===== src/hdl/dcf_defs.vh =====
// Constants shared by the dual clock FIFO with mailboxes.
// Assumes inclusion by bare name from every design file that needs them.
`ifndef DCF_DEFS_VH
`define DCF_DEFS_VH

// ****************************************************************
// Storage geometry
// ****************************************************************
`define DCF_DW          36
`define DCF_AW          6
`define DCF_PW          7
`define DCF_DEPTH       7'h40
`define DCF_LANES       4
`define DCF_LANE_W      9

// ****************************************************************
// Preset offsets chosen by the offset select pins at reset release
// ****************************************************************
`define DCF_OFFSET_0    7'h10
`define DCF_OFFSET_1    7'h0c
`define DCF_OFFSET_2    7'h08
`define DCF_OFFSET_3    7'h04

// ****************************************************************
// Register map, byte addresses
// ****************************************************************
`define DCF_RA_W        5
`define DCF_REG_CTRL    5'h00
`define DCF_REG_STATE   5'h04
`define DCF_REG_STATUS  5'h08
`define DCF_REG_ENABLE  5'h0c
`define DCF_REG_CLEAR   5'h10

// Control register fields.
`define DCF_CTRL_GEN_A  0
`define DCF_CTRL_GEN_B  1
`define DCF_CTRL_ODD    2
`define DCF_CTRL_W      3
`define DCF_CTRL_RST    3'h0

// State register field positions.
`define DCF_ST_CNT_A    0
`define DCF_ST_CNT_B    8
`define DCF_ST_OFS      16

// Event bits of status, enable and clear registers.
`define DCF_EV_W        6
`define DCF_EV_PAR_A    0
`define DCF_EV_PAR_B    1
`define DCF_EV_MAIL_AB  2
`define DCF_EV_MAIL_BA  3
`define DCF_EV_WR_FULL  4
`define DCF_EV_RD_EMPTY 5
`define DCF_EV_RST      6'h00

// Pin bundle layout after synchronisation.
`define DCF_PIN_W       41
`define DCF_PIN_CLK     40
`define DCF_PIN_SEL_N   39
`define DCF_PIN_GATE    38
`define DCF_PIN_WRITE   37
`define DCF_PIN_MAIL    36

`endif


===== src/hdl/dcf_fifo_unused_placeholder_removed.v =====
// Intentionally empty: no module in this file.


===== src/hdl/dcf_sync2.v =====
// Two-stage synchroniser for a bundle of asynchronous pin levels.
// Assumes the destination logic reads only the second stage.
`timescale 1ns/100ps

module dcf_sync2 #(
    parameter W = 1
) (
    input  wire         ref_clk_in,  // System clock
    input  wire         sys_rst_in,  // Synchronous reset, active high
    input  wire [W-1:0] async_in,    // Levels from outside the domain
    output reg  [W-1:0] sync_out     // Second stage
);

    reg [W-1:0] stage1;

    always @(posedge ref_clk_in) begin
        if (sys_rst_in) begin
            stage1   <= {W{1'b0}};
            sync_out <= {W{1'b0}};
        end else begin
            stage1   <= async_in;
            sync_out <= stage1;
        end
    end

endmodule // dcf_sync2


===== src/hdl/dcf_parity.v =====
// Per-lane parity check and generation for one 36-bit word.
// Assumes four 9-bit lanes, the parity bit at the top of each lane.
`timescale 1ns/100ps
`include "dcf_defs.vh"

module dcf_parity (
    input  wire [`DCF_DW-1:0]    data_in,  // Word to check or regenerate
    input  wire                  odd_in,   // High selects odd parity
    output wire [`DCF_DW-1:0]    gen_out,  // Word with fresh parity bits
    output wire                  err_out   // High when any lane mismatches
);

    wire [`DCF_LANES-1:0] lane_err;

    genvar g;
    generate
        for (g = 0; g < `DCF_LANES; g = g + 1) begin : lane
            wire p;
            assign p = (^data_in[g*`DCF_LANE_W +: `DCF_LANE_W-1]) ^ odd_in;
            assign gen_out[g*`DCF_LANE_W +: `DCF_LANE_W-1] =
                data_in[g*`DCF_LANE_W +: `DCF_LANE_W-1];
            assign gen_out[g*`DCF_LANE_W+`DCF_LANE_W-1] = p;
            assign lane_err[g] = p ^ data_in[g*`DCF_LANE_W+`DCF_LANE_W-1];
        end
    endgenerate

    assign err_out = |lane_err;

endmodule // dcf_parity


===== src/hdl/dcf_fifo.v =====
// Dual port FIFO of 64 words by 36 bits with a mailbox each way.
// Assumes both port clocks are slow pin levels well below ref_clk_in,
// sampled here and turned into one-cycle edge pulses.
//
// The implementer's own choices: the address map and strobed register access.
`timescale 1ns/100ps
`include "dcf_defs.vh"

module dcf_fifo (
    input  wire                 ref_clk_in,              // 125 MHz clock
    input  wire                 sys_rst_in,              // Sync reset
    input  wire                 port_a_clock_in,         // Port A clock pin
    input  wire                 port_a_select_n_in,      // Port A select
    input  wire                 port_a_transfer_gate_in, // Port A gate
    input  wire                 port_a_write_in,         // A: high writes
    input  wire                 port_a_mail_pick_in,     // A: mailbox
    input  wire [`DCF_DW-1:0]   port_a_bus_in,           // A bus level
    output reg  [`DCF_DW-1:0]   port_a_bus_out,          // A bus drive
    output reg                  port_a_bus_oe_n_out,     // A drive, low
    input  wire                 port_b_clock_in,         // Port B clock pin
    input  wire                 port_b_select_n_in,      // Port B select
    input  wire                 port_b_transfer_gate_in, // Port B gate
    input  wire                 port_b_write_in,         // B: high writes
    input  wire                 port_b_mail_pick_in,     // B: mailbox
    input  wire [`DCF_DW-1:0]   port_b_bus_in,           // B bus level
    output reg  [`DCF_DW-1:0]   port_b_bus_out,          // B bus drive
    output reg                  port_b_bus_oe_n_out,     // B drive, low
    input  wire [1:0]           offset_select_in,        // Offset pins
    output reg                  full_flag_n_out,         // Full, low
    output reg                  near_full_flag_n_out,    // Near full, low
    output reg                  empty_indicator_n_out,   // Empty, low
    output reg                  near_empty_flag_n_out,   // Near empty, low
    output reg                  mail_ab_flag_n_out,      // A to B mail
    output reg                  mail_ba_flag_n_out,      // B to A mail
    input  wire [`DCF_RA_W-1:0] reg_addr_in,             // Register addr
    input  wire [31:0]          reg_wdata_in,            // Write data
    input  wire                 reg_wr_in,               // Write strobe
    input  wire                 reg_rd_in,               // Read strobe
    output reg  [31:0]          reg_rdata_out,           // Read data
    output reg                  irq_out                  // Interrupt level
);

    // ****************************************************************
    // Pin synchronisation and port clock edges
    // ****************************************************************
    wire [`DCF_PIN_W-1:0] pa;
    wire [`DCF_PIN_W-1:0] pb;
    wire [1:0]            ofs_sel;

    // Synchronisers run through reset, so pins read true at release.
    dcf_sync2 #(.W(`DCF_PIN_W)) u_sync_a (
        .ref_clk_in (ref_clk_in),
        .sys_rst_in (1'b0),
        .async_in   ({port_a_clock_in, port_a_select_n_in,
                      port_a_transfer_gate_in, port_a_write_in,
                      port_a_mail_pick_in, port_a_bus_in}),
        .sync_out   (pa)
    );

    dcf_sync2 #(.W(`DCF_PIN_W)) u_sync_b (
        .ref_clk_in (ref_clk_in),
        .sys_rst_in (1'b0),
        .async_in   ({port_b_clock_in, port_b_select_n_in,
                      port_b_transfer_gate_in, port_b_write_in,
                      port_b_mail_pick_in, port_b_bus_in}),
        .sync_out   (pb)
    );

    dcf_sync2 #(.W(2)) u_sync_ofs (
        .ref_clk_in (ref_clk_in),
        .sys_rst_in (1'b0),
        .async_in   (offset_select_in),
        .sync_out   (ofs_sel)
    );

    reg  a_clk_q;
    reg  b_clk_q;
    wire a_edge = pa[`DCF_PIN_CLK] & ~a_clk_q;
    wire b_edge = pb[`DCF_PIN_CLK] & ~b_clk_q;
    wire a_act  = a_edge & ~pa[`DCF_PIN_SEL_N] & pa[`DCF_PIN_GATE];
    wire b_act  = b_edge & ~pb[`DCF_PIN_SEL_N] & pb[`DCF_PIN_GATE];
    wire a_wr   = a_act & pa[`DCF_PIN_WRITE];
    wire a_rd   = a_act & ~pa[`DCF_PIN_WRITE];
    wire b_wr   = b_act & pb[`DCF_PIN_WRITE];
    wire b_rd   = b_act & ~pb[`DCF_PIN_WRITE];
    wire a_mail = pa[`DCF_PIN_MAIL];
    wire b_mail = pb[`DCF_PIN_MAIL];

    // ****************************************************************
    // Control registers and parity
    // ****************************************************************
    reg  [`DCF_CTRL_W-1:0] ctrl;
    reg  [`DCF_PW-1:0]     offset;
    reg                    rst_q;
    wire                   odd = ctrl[`DCF_CTRL_ODD];
    wire [`DCF_DW-1:0]     a_gen;
    wire [`DCF_DW-1:0]     b_gen;
    wire                   a_perr;
    wire                   b_perr;
    wire [`DCF_DW-1:0]     a_src;
    wire [`DCF_DW-1:0]     b_src;
    wire [`DCF_DW-1:0]     a_src_gen;
    wire [`DCF_DW-1:0]     b_src_gen;
    wire                   unused_a;
    wire                   unused_b;

    // Checkers look at incoming words only; data is stored unchanged.
    dcf_parity u_chk_a (
        .data_in (pa[`DCF_DW-1:0]),
        .odd_in  (odd),
        .gen_out (a_gen),
        .err_out (a_perr)
    );

    dcf_parity u_chk_b (
        .data_in (pb[`DCF_DW-1:0]),
        .odd_in  (odd),
        .gen_out (b_gen),
        .err_out (b_perr)
    );

    dcf_parity u_gen_a (
        .data_in (a_src),
        .odd_in  (odd),
        .gen_out (a_src_gen),
        .err_out (unused_a)
    );

    dcf_parity u_gen_b (
        .data_in (b_src),
        .odd_in  (odd),
        .gen_out (b_src_gen),
        .err_out (unused_b)
    );

    // ****************************************************************
    // Storage, pointers and Gray code crossing
    // ****************************************************************
    reg [`DCF_DW-1:0] mem [0:`DCF_DEPTH-1];
    reg [`DCF_DW-1:0] mail_ab;
    reg [`DCF_DW-1:0] mail_ba;
    reg [`DCF_PW-1:0] wptr;
    reg [`DCF_PW-1:0] rptr;
    reg [`DCF_PW-1:0] wgray;
    reg [`DCF_PW-1:0] rgray;
    reg [`DCF_PW-1:0] wg_s1;
    reg [`DCF_PW-1:0] wg_s2;
    reg [`DCF_PW-1:0] rg_s1;
    reg [`DCF_PW-1:0] rg_s2;
    reg [1:0]         a_ready;

    function [`DCF_PW-1:0] g2b;
        input [`DCF_PW-1:0] g;
        integer i;
        begin
            g2b[`DCF_PW-1] = g[`DCF_PW-1];
            for (i = `DCF_PW-2; i >= 0; i = i - 1) begin
                g2b[i] = g2b[i+1] ^ g[i];
            end
        end
    endfunction

    wire [`DCF_PW-1:0] next_wptr = wptr + 7'h01;
    wire [`DCF_PW-1:0] next_rptr = rptr + 7'h01;
    wire [`DCF_PW-1:0] cnt_a     = wptr - g2b(rg_s2);
    wire [`DCF_PW-1:0] free_a    = `DCF_DEPTH - cnt_a;
    wire [`DCF_PW-1:0] cnt_b     = g2b(wg_s2) - rptr;
    wire               fifo_wr   = a_wr & ~a_mail & full_flag_n_out;
    wire               fifo_rd   = b_rd & ~b_mail & empty_indicator_n_out;
    wire               ab_wr     = a_wr & a_mail & mail_ab_flag_n_out;
    wire               ba_wr     = b_wr & b_mail & mail_ba_flag_n_out;
    wire               ab_rd     = b_rd & b_mail;
    wire               ba_rd     = a_rd & a_mail;

    assign b_src = b_mail ? mail_ab : mem[rptr[`DCF_AW-1:0]];
    assign a_src = mail_ba;

    always @(posedge ref_clk_in) begin
        if (fifo_wr) begin
            mem[wptr[`DCF_AW-1:0]] <= pa[`DCF_DW-1:0];
        end
    end

    always @(posedge ref_clk_in) begin
        if (sys_rst_in) begin
            a_clk_q <= 1'b0;
            b_clk_q <= 1'b0;
            wptr    <= 7'h00;
            rptr    <= 7'h00;
            wgray   <= 7'h00;
            rgray   <= 7'h00;
            wg_s1   <= 7'h00;
            wg_s2   <= 7'h00;
            rg_s1   <= 7'h00;
            rg_s2   <= 7'h00;
            a_ready <= 2'h0;
        end else begin
            a_clk_q <= pa[`DCF_PIN_CLK];
            b_clk_q <= pb[`DCF_PIN_CLK];
            if (a_edge) begin
                a_ready <= {a_ready[0], 1'b1};
                rg_s1   <= rgray;
                rg_s2   <= rg_s1;
            end
            if (b_edge) begin
                wg_s1 <= wgray;
                wg_s2 <= wg_s1;
            end
            // The two sides never share a register, so one cycle may
            // carry both an A write and a B read.
            if (fifo_wr) begin
                wptr  <= next_wptr;
                wgray <= next_wptr ^ (next_wptr >> 1);
            end
            if (fifo_rd) begin
                rptr  <= next_rptr;
                rgray <= next_rptr ^ (next_rptr >> 1);
            end
        end
    end

    // ****************************************************************
    // Flags, mailboxes and port buses
    // ****************************************************************
    // Flags follow the second sync stage within one cycle, long before
    // the next slow port edge, so they appear as changed by that edge.
    always @(posedge ref_clk_in) begin
        if (sys_rst_in) begin
            full_flag_n_out       <= 1'b0;
            near_full_flag_n_out  <= 1'b0;
            empty_indicator_n_out <= 1'b0;
            near_empty_flag_n_out <= 1'b0;
            mail_ab_flag_n_out    <= 1'b1;
            mail_ba_flag_n_out    <= 1'b1;
            mail_ab               <= {`DCF_DW{1'b0}};
            mail_ba               <= {`DCF_DW{1'b0}};
            port_a_bus_out        <= {`DCF_DW{1'b0}};
            port_b_bus_out        <= {`DCF_DW{1'b0}};
            port_a_bus_oe_n_out   <= 1'b1;
            port_b_bus_oe_n_out   <= 1'b1;
        end else begin
            full_flag_n_out       <= a_ready[1] &
                                     (cnt_a != `DCF_DEPTH);
            near_full_flag_n_out  <= a_ready[1] &
                                     (free_a > offset);
            empty_indicator_n_out <= (cnt_b != 7'h00);
            near_empty_flag_n_out <= (cnt_b > offset);
            if (ab_wr) begin
                mail_ab            <= pa[`DCF_DW-1:0];
                mail_ab_flag_n_out <= 1'b0;
            end else if (ab_rd) begin
                mail_ab_flag_n_out <= 1'b1;
            end
            if (ba_wr) begin
                mail_ba            <= pb[`DCF_DW-1:0];
                mail_ba_flag_n_out <= 1'b0;
            end else if (ba_rd) begin
                mail_ba_flag_n_out <= 1'b1;
            end
            // Bus drive follows select and direction; data changes only
            // on a qualified read edge.
            port_a_bus_oe_n_out <= pa[`DCF_PIN_SEL_N] |
                                   pa[`DCF_PIN_WRITE];
            port_b_bus_oe_n_out <= pb[`DCF_PIN_SEL_N] |
                                   pb[`DCF_PIN_WRITE];
            if (ba_rd) begin
                port_a_bus_out <= ctrl[`DCF_CTRL_GEN_A] ?
                                  a_src_gen : a_src;
            end
            if (ab_rd | fifo_rd) begin
                port_b_bus_out <= ctrl[`DCF_CTRL_GEN_B] ?
                                  b_src_gen : b_src;
            end
        end
    end

    // ****************************************************************
    // Offset load at reset release
    // ****************************************************************
    always @(posedge ref_clk_in) begin
        rst_q <= sys_rst_in;
        if (rst_q & ~sys_rst_in) begin
            case (ofs_sel)
                2'h0: offset <= `DCF_OFFSET_0;
                2'h1: offset <= `DCF_OFFSET_1;
                2'h2: offset <= `DCF_OFFSET_2;
                2'h3: offset <= `DCF_OFFSET_3;
                default: offset <= `DCF_OFFSET_0;
            endcase
        end else if (sys_rst_in) begin
            offset <= `DCF_OFFSET_0;
        end
    end

    // ****************************************************************
    // Register port and interrupt
    // ****************************************************************
    reg  [`DCF_EV_W-1:0] status;
    reg  [`DCF_EV_W-1:0] irq_en;
    wire [`DCF_EV_W-1:0] events;
    wire [`DCF_EV_W-1:0] clr;

    assign events[`DCF_EV_PAR_A]    = a_wr & a_perr;
    assign events[`DCF_EV_PAR_B]    = b_wr & b_perr;
    assign events[`DCF_EV_MAIL_AB]  = ab_wr;
    assign events[`DCF_EV_MAIL_BA]  = ba_wr;
    assign events[`DCF_EV_WR_FULL]  = a_wr & ~a_mail & ~full_flag_n_out;
    assign events[`DCF_EV_RD_EMPTY] = b_rd & ~b_mail &
                                      ~empty_indicator_n_out;
    assign clr = (reg_wr_in && reg_addr_in == `DCF_REG_CLEAR) ?
                 reg_wdata_in[`DCF_EV_W-1:0] : `DCF_EV_RST;

    always @(posedge ref_clk_in) begin
        if (sys_rst_in) begin
            ctrl          <= `DCF_CTRL_RST;
            irq_en        <= `DCF_EV_RST;
            status        <= `DCF_EV_RST;
            reg_rdata_out <= 32'h0000_0000;
            irq_out       <= 1'b0;
        end else begin
            // A new event wins over a clear in the same cycle.
            status  <= (status & ~clr) | events;
            irq_out <= |(status & irq_en);
            if (reg_wr_in && reg_addr_in == `DCF_REG_CTRL) begin
                ctrl <= reg_wdata_in[`DCF_CTRL_W-1:0];
            end
            if (reg_wr_in && reg_addr_in == `DCF_REG_ENABLE) begin
                irq_en <= reg_wdata_in[`DCF_EV_W-1:0];
            end
            reg_rdata_out <= 32'h0000_0000;
            if (reg_rd_in) begin
                case (reg_addr_in)
                    `DCF_REG_CTRL:
                        reg_rdata_out[`DCF_CTRL_W-1:0] <= ctrl;
                    `DCF_REG_STATE: begin
                        reg_rdata_out[`DCF_ST_CNT_A +: `DCF_PW] <= cnt_a;
                        reg_rdata_out[`DCF_ST_CNT_B +: `DCF_PW] <= cnt_b;
                        reg_rdata_out[`DCF_ST_OFS +: `DCF_PW]   <= offset;
                    end
                    `DCF_REG_STATUS:
                        reg_rdata_out[`DCF_EV_W-1:0] <= status;
                    `DCF_REG_ENABLE:
                        reg_rdata_out[`DCF_EV_W-1:0] <= irq_en;
                    default:
                        reg_rdata_out <= 32'h0000_0000;
                endcase
            end
        end
    end

endmodule // dcf_fifo


===== config.mk =====
export PLATFORM = sky130hd
export DESIGN_NAME = dcf_fifo
export DESIGN_NICKNAME = d
export VERILOG_FILES = /design/src/hdl/dcf_fifo_unused_placeholder_removed.v /design/src/hdl/dcf_sync2.v /design/src/hdl/dcf_parity.v /design/src/hdl/dcf_fifo.v
export VERILOG_INCLUDE_DIRS = /design/src /design/src/hdl
export SDC_FILE = /design/constraint.sdc
export NUM_CORES = 2
export LEC_CHECK = 0
export BUFFER_PORTS_ARGS = -buffer_cell sky130_fd_sc_hd__buf_2
export CORE_ASPECT_RATIO = 0.5
export CORE_MARGIN = 3
export CORE_UTILIZATION = 60
export DETAILED_ROUTE_END_ITERATION = 7
export GPL_TIMING_DRIVEN = 0
export PLACE_DENSITY = 0.83
export SYNTH_ARGS = -nofsm -noshare
export SYNTH_HDL_FRONTEND = slang
export SYNTH_HIERARCHICAL = 1
export SYNTH_SLANG_ARGS = --single-unit

===== constraint.sdc =====
create_clock -name ref_clk_in -period 10.7 [get_ports ref_clk_in]
set_input_delay 2.14 -clock ref_clk_in [delete_from_list [all_inputs] [get_ports ref_clk_in]]
set_output_delay 2.14 -clock ref_clk_in [all_outputs]
set_load 0.02 [all_outputs]

==> qor.yml <==
cells_and_area:
  drive_gt1_frac: 0.2089
  final_cells: 9328
  final_util: 0.6871
  fin_nets: 6930
  areaGrowthSynthToFinish_pct: 12.94
clock_network:
  clk_latency_ns: 0.90
  clkTransAtPathRegs_ns: 0.07
  clkSinkCount: 2725
  clock-root-buffer: "clkbuf_16"
  cts_buffers: 225
  h-tree-depth: 4
  cts-resized-gates: 0
  hold_buffers: 0
  clock_path_buffers: 4
  cts_tree: "built"
  post-cts-setup-buffers: 0
pwr:
  vdd_drop_max_uv: 151.5
  p_per_area_mw_per_mm2: 167.8
  p_leak_uw: 0.03789
place:
  place_inst: 8918
  pre_cts_slack_ns: 5.379
  numPortBuffers: 195
  gp_congestion: 0.9100
  hpwlAfterDp_um: 187500
critical_path:
  cp_top_family: "simple AND/OR/NAND/NOR gates"
  critPathBufInv: 7
  slowest_stage: "nor2_2"
  crit_cells: 18
  crit_path_end_kind: "register"
  worstPathRequired_ns: 11.48
  worstPathMaxFanout: 10
  reg2reg_depth: 18
  r2r-end: "port_b_bus_out[26]"
  worstSetupPathType: "reg2reg"
  cp.arrival_ns: 6.70
  worstSetupEndpoint: "port_b_bus_out[26]"
  max_stage_delay_ns: 1.02
  worstPathCellList: "clkbuf_1 > buf_6 > buf_6 > nor2_2 > buf_2 > clkbuf_1 > a21oi_1 > nand3_1 > nand3_1 > nor3_2 > inv_1 > xnor2_1 > xnor3_1 > xnor2_1 > buf_4 > nand3b_1 > o21ai_0 > a211oi_1"
  critPathLaunchType: "register"
  r2r_slack_ns: 4.78
global_routing:
  overflow: 0
  grt_util_all_layers: 0.3239
  grt_max_degree: 67
  grt_pass1_vias: 62685
  grt_pass1_wl_um: 430400
  antenna_found_initial: 21
sta:
  tightest_slew_ns: 1.537
  finalSetupViolations: 0
  finalClockSkew_ns: 0.09135
  timing.slew.headroom: -0.02460
  period_share: 0.5536
  hold_viol: 0
  fin_hold_ws_ns: 0.4285
  layout_setup_ws_ns: 4.777
  maxSlewViolCount: 9
  fin_tns_setup_ns: 0
  period_needed_ns: 5.923
  rsz0062_at_grt: "no"
  fmax_mhz: 168.8
routing:
  dr.pass1.iters: 7
  vias_per_cell: 6.741
  first_iter_violations: 10693
  num_vias: 62878
  wirelength_um: 300200
  ant_nets: 0
  drc: 0
  routedWlPerCell_um: 32.18
synth:
  syn_avg_cell_area_um2: 17.02
  ys_warn_count: 6
  netlist_instances: 6246
  synth_area_mm2: 0.1063
hold_path:
  hold_depth: 1
  min_path_type: "reg2reg"
run_status:
  status: "finished with violations"
  violations: "max-capacitance violations, max-slew violations"
die:
  fp.dieArea_mm2: 0.1826
  core_mm2: 0.1747
  die_h_um: 303.6
  die_w_um: 601.3
  rows: 108
  boundaryPins: 238
  start_util: 0.6084
flow_run:
  drv_cap: 1
[where the power goes]
group	internal, µW	switching, µW	total [µW]
logic	119	181	300
registers	11500	87.0	11600
clock network	4430	3850	8280
[per-layer routing]
| metal | global-route usage | wire length [µm] | vias to the layer above |
|---|---|---|---|
| li1 | - | - | 25118 |
| met1 | 0.4108 | 99380 | 31022 |
| met2 | 0.4991 | 136900 | 5420 |
| met3 | 0.1017 | 43070 | 1302 |
| met4 | 0.1836 | 20730 | 16 |
| met5 | 0 | 146 | - |
[through the flow]
stage	power, µW	instance area (µm²)
after floorplan	11920	106400
after global placement	12060	110300
after detailed placement	12080	112900
after CTS	20080	120000
after global routing	20490	120000
final	20150	120100
[how the worst min path moves through the flow]
stage	slack (ns)	endpoint	from
5_1_grt	0.45	u_sync_b/sync_out[2]	u_sync_b/stage1[2]
3_5_place_dp	0.42	port_b_bus_oe_n_out	u_sync_b/sync_out[39]
4_1_cts	0.43	u_sync_a/sync_out[15]	u_sync_a/stage1[15]
6_report	0.43	u_sync_a/sync_out[15]	u_sync_a/stage1[15]
2_1_floorplan	0.41	port_b_bus_oe_n_out	u_sync_b/sync_out[39]
3_3_place_gp	0.42	u_sync_a/sync_out[20]	u_sync_a/stage1[20]
[state kept, by name, indices dropped and copies added, names as in the netlist, 41 cells and up, named ones only]
| register | cells |
|---|---|
| u_sync_a/sync_out | 41 |
| u_sync_a/stage1 | 41 |
| u_sync_b/stage1 | 41 |
| u_sync_b/sync_out | 41 |
| mem | 2304 |
[layout by cell type, fill, tap and decap left out, drive strengths merged, types with 36 or more instances in the layout]
master / instances
clkinv: 79
xor2: 39
nor2: 174
a22oi: 224
nor3: 44
nand2: 453
nand3: 194
mux2i: 626
nor2b: 188
buf: 543
inv: 62
a211oi: 86
edfxtp: 2307
xnor2: 101
o21ai: 47
a31oi: 39
a221oi: 36
a22o: 36
dfxtp: 418
nand3b: 37
clkbuf: 491
a21oi: 263
mux4: 289
[area by class of cell]
cell class                      instances  area [µm²]
Antenna cell                            6       15.01
Timing Repair Buffer                  287        3043
Clock inverter                        108       924.6
Buffer                                451        2439
Inverter                               55       206.4
Fill cell                           10096       54670
Clock buffer                          296        6186
Sequential cell                      2725       77720
Tap cell                             2365        2959
Multi-Input combinational cell       3035       26560
Note: power is estimated with default switching activity, not from simulation.
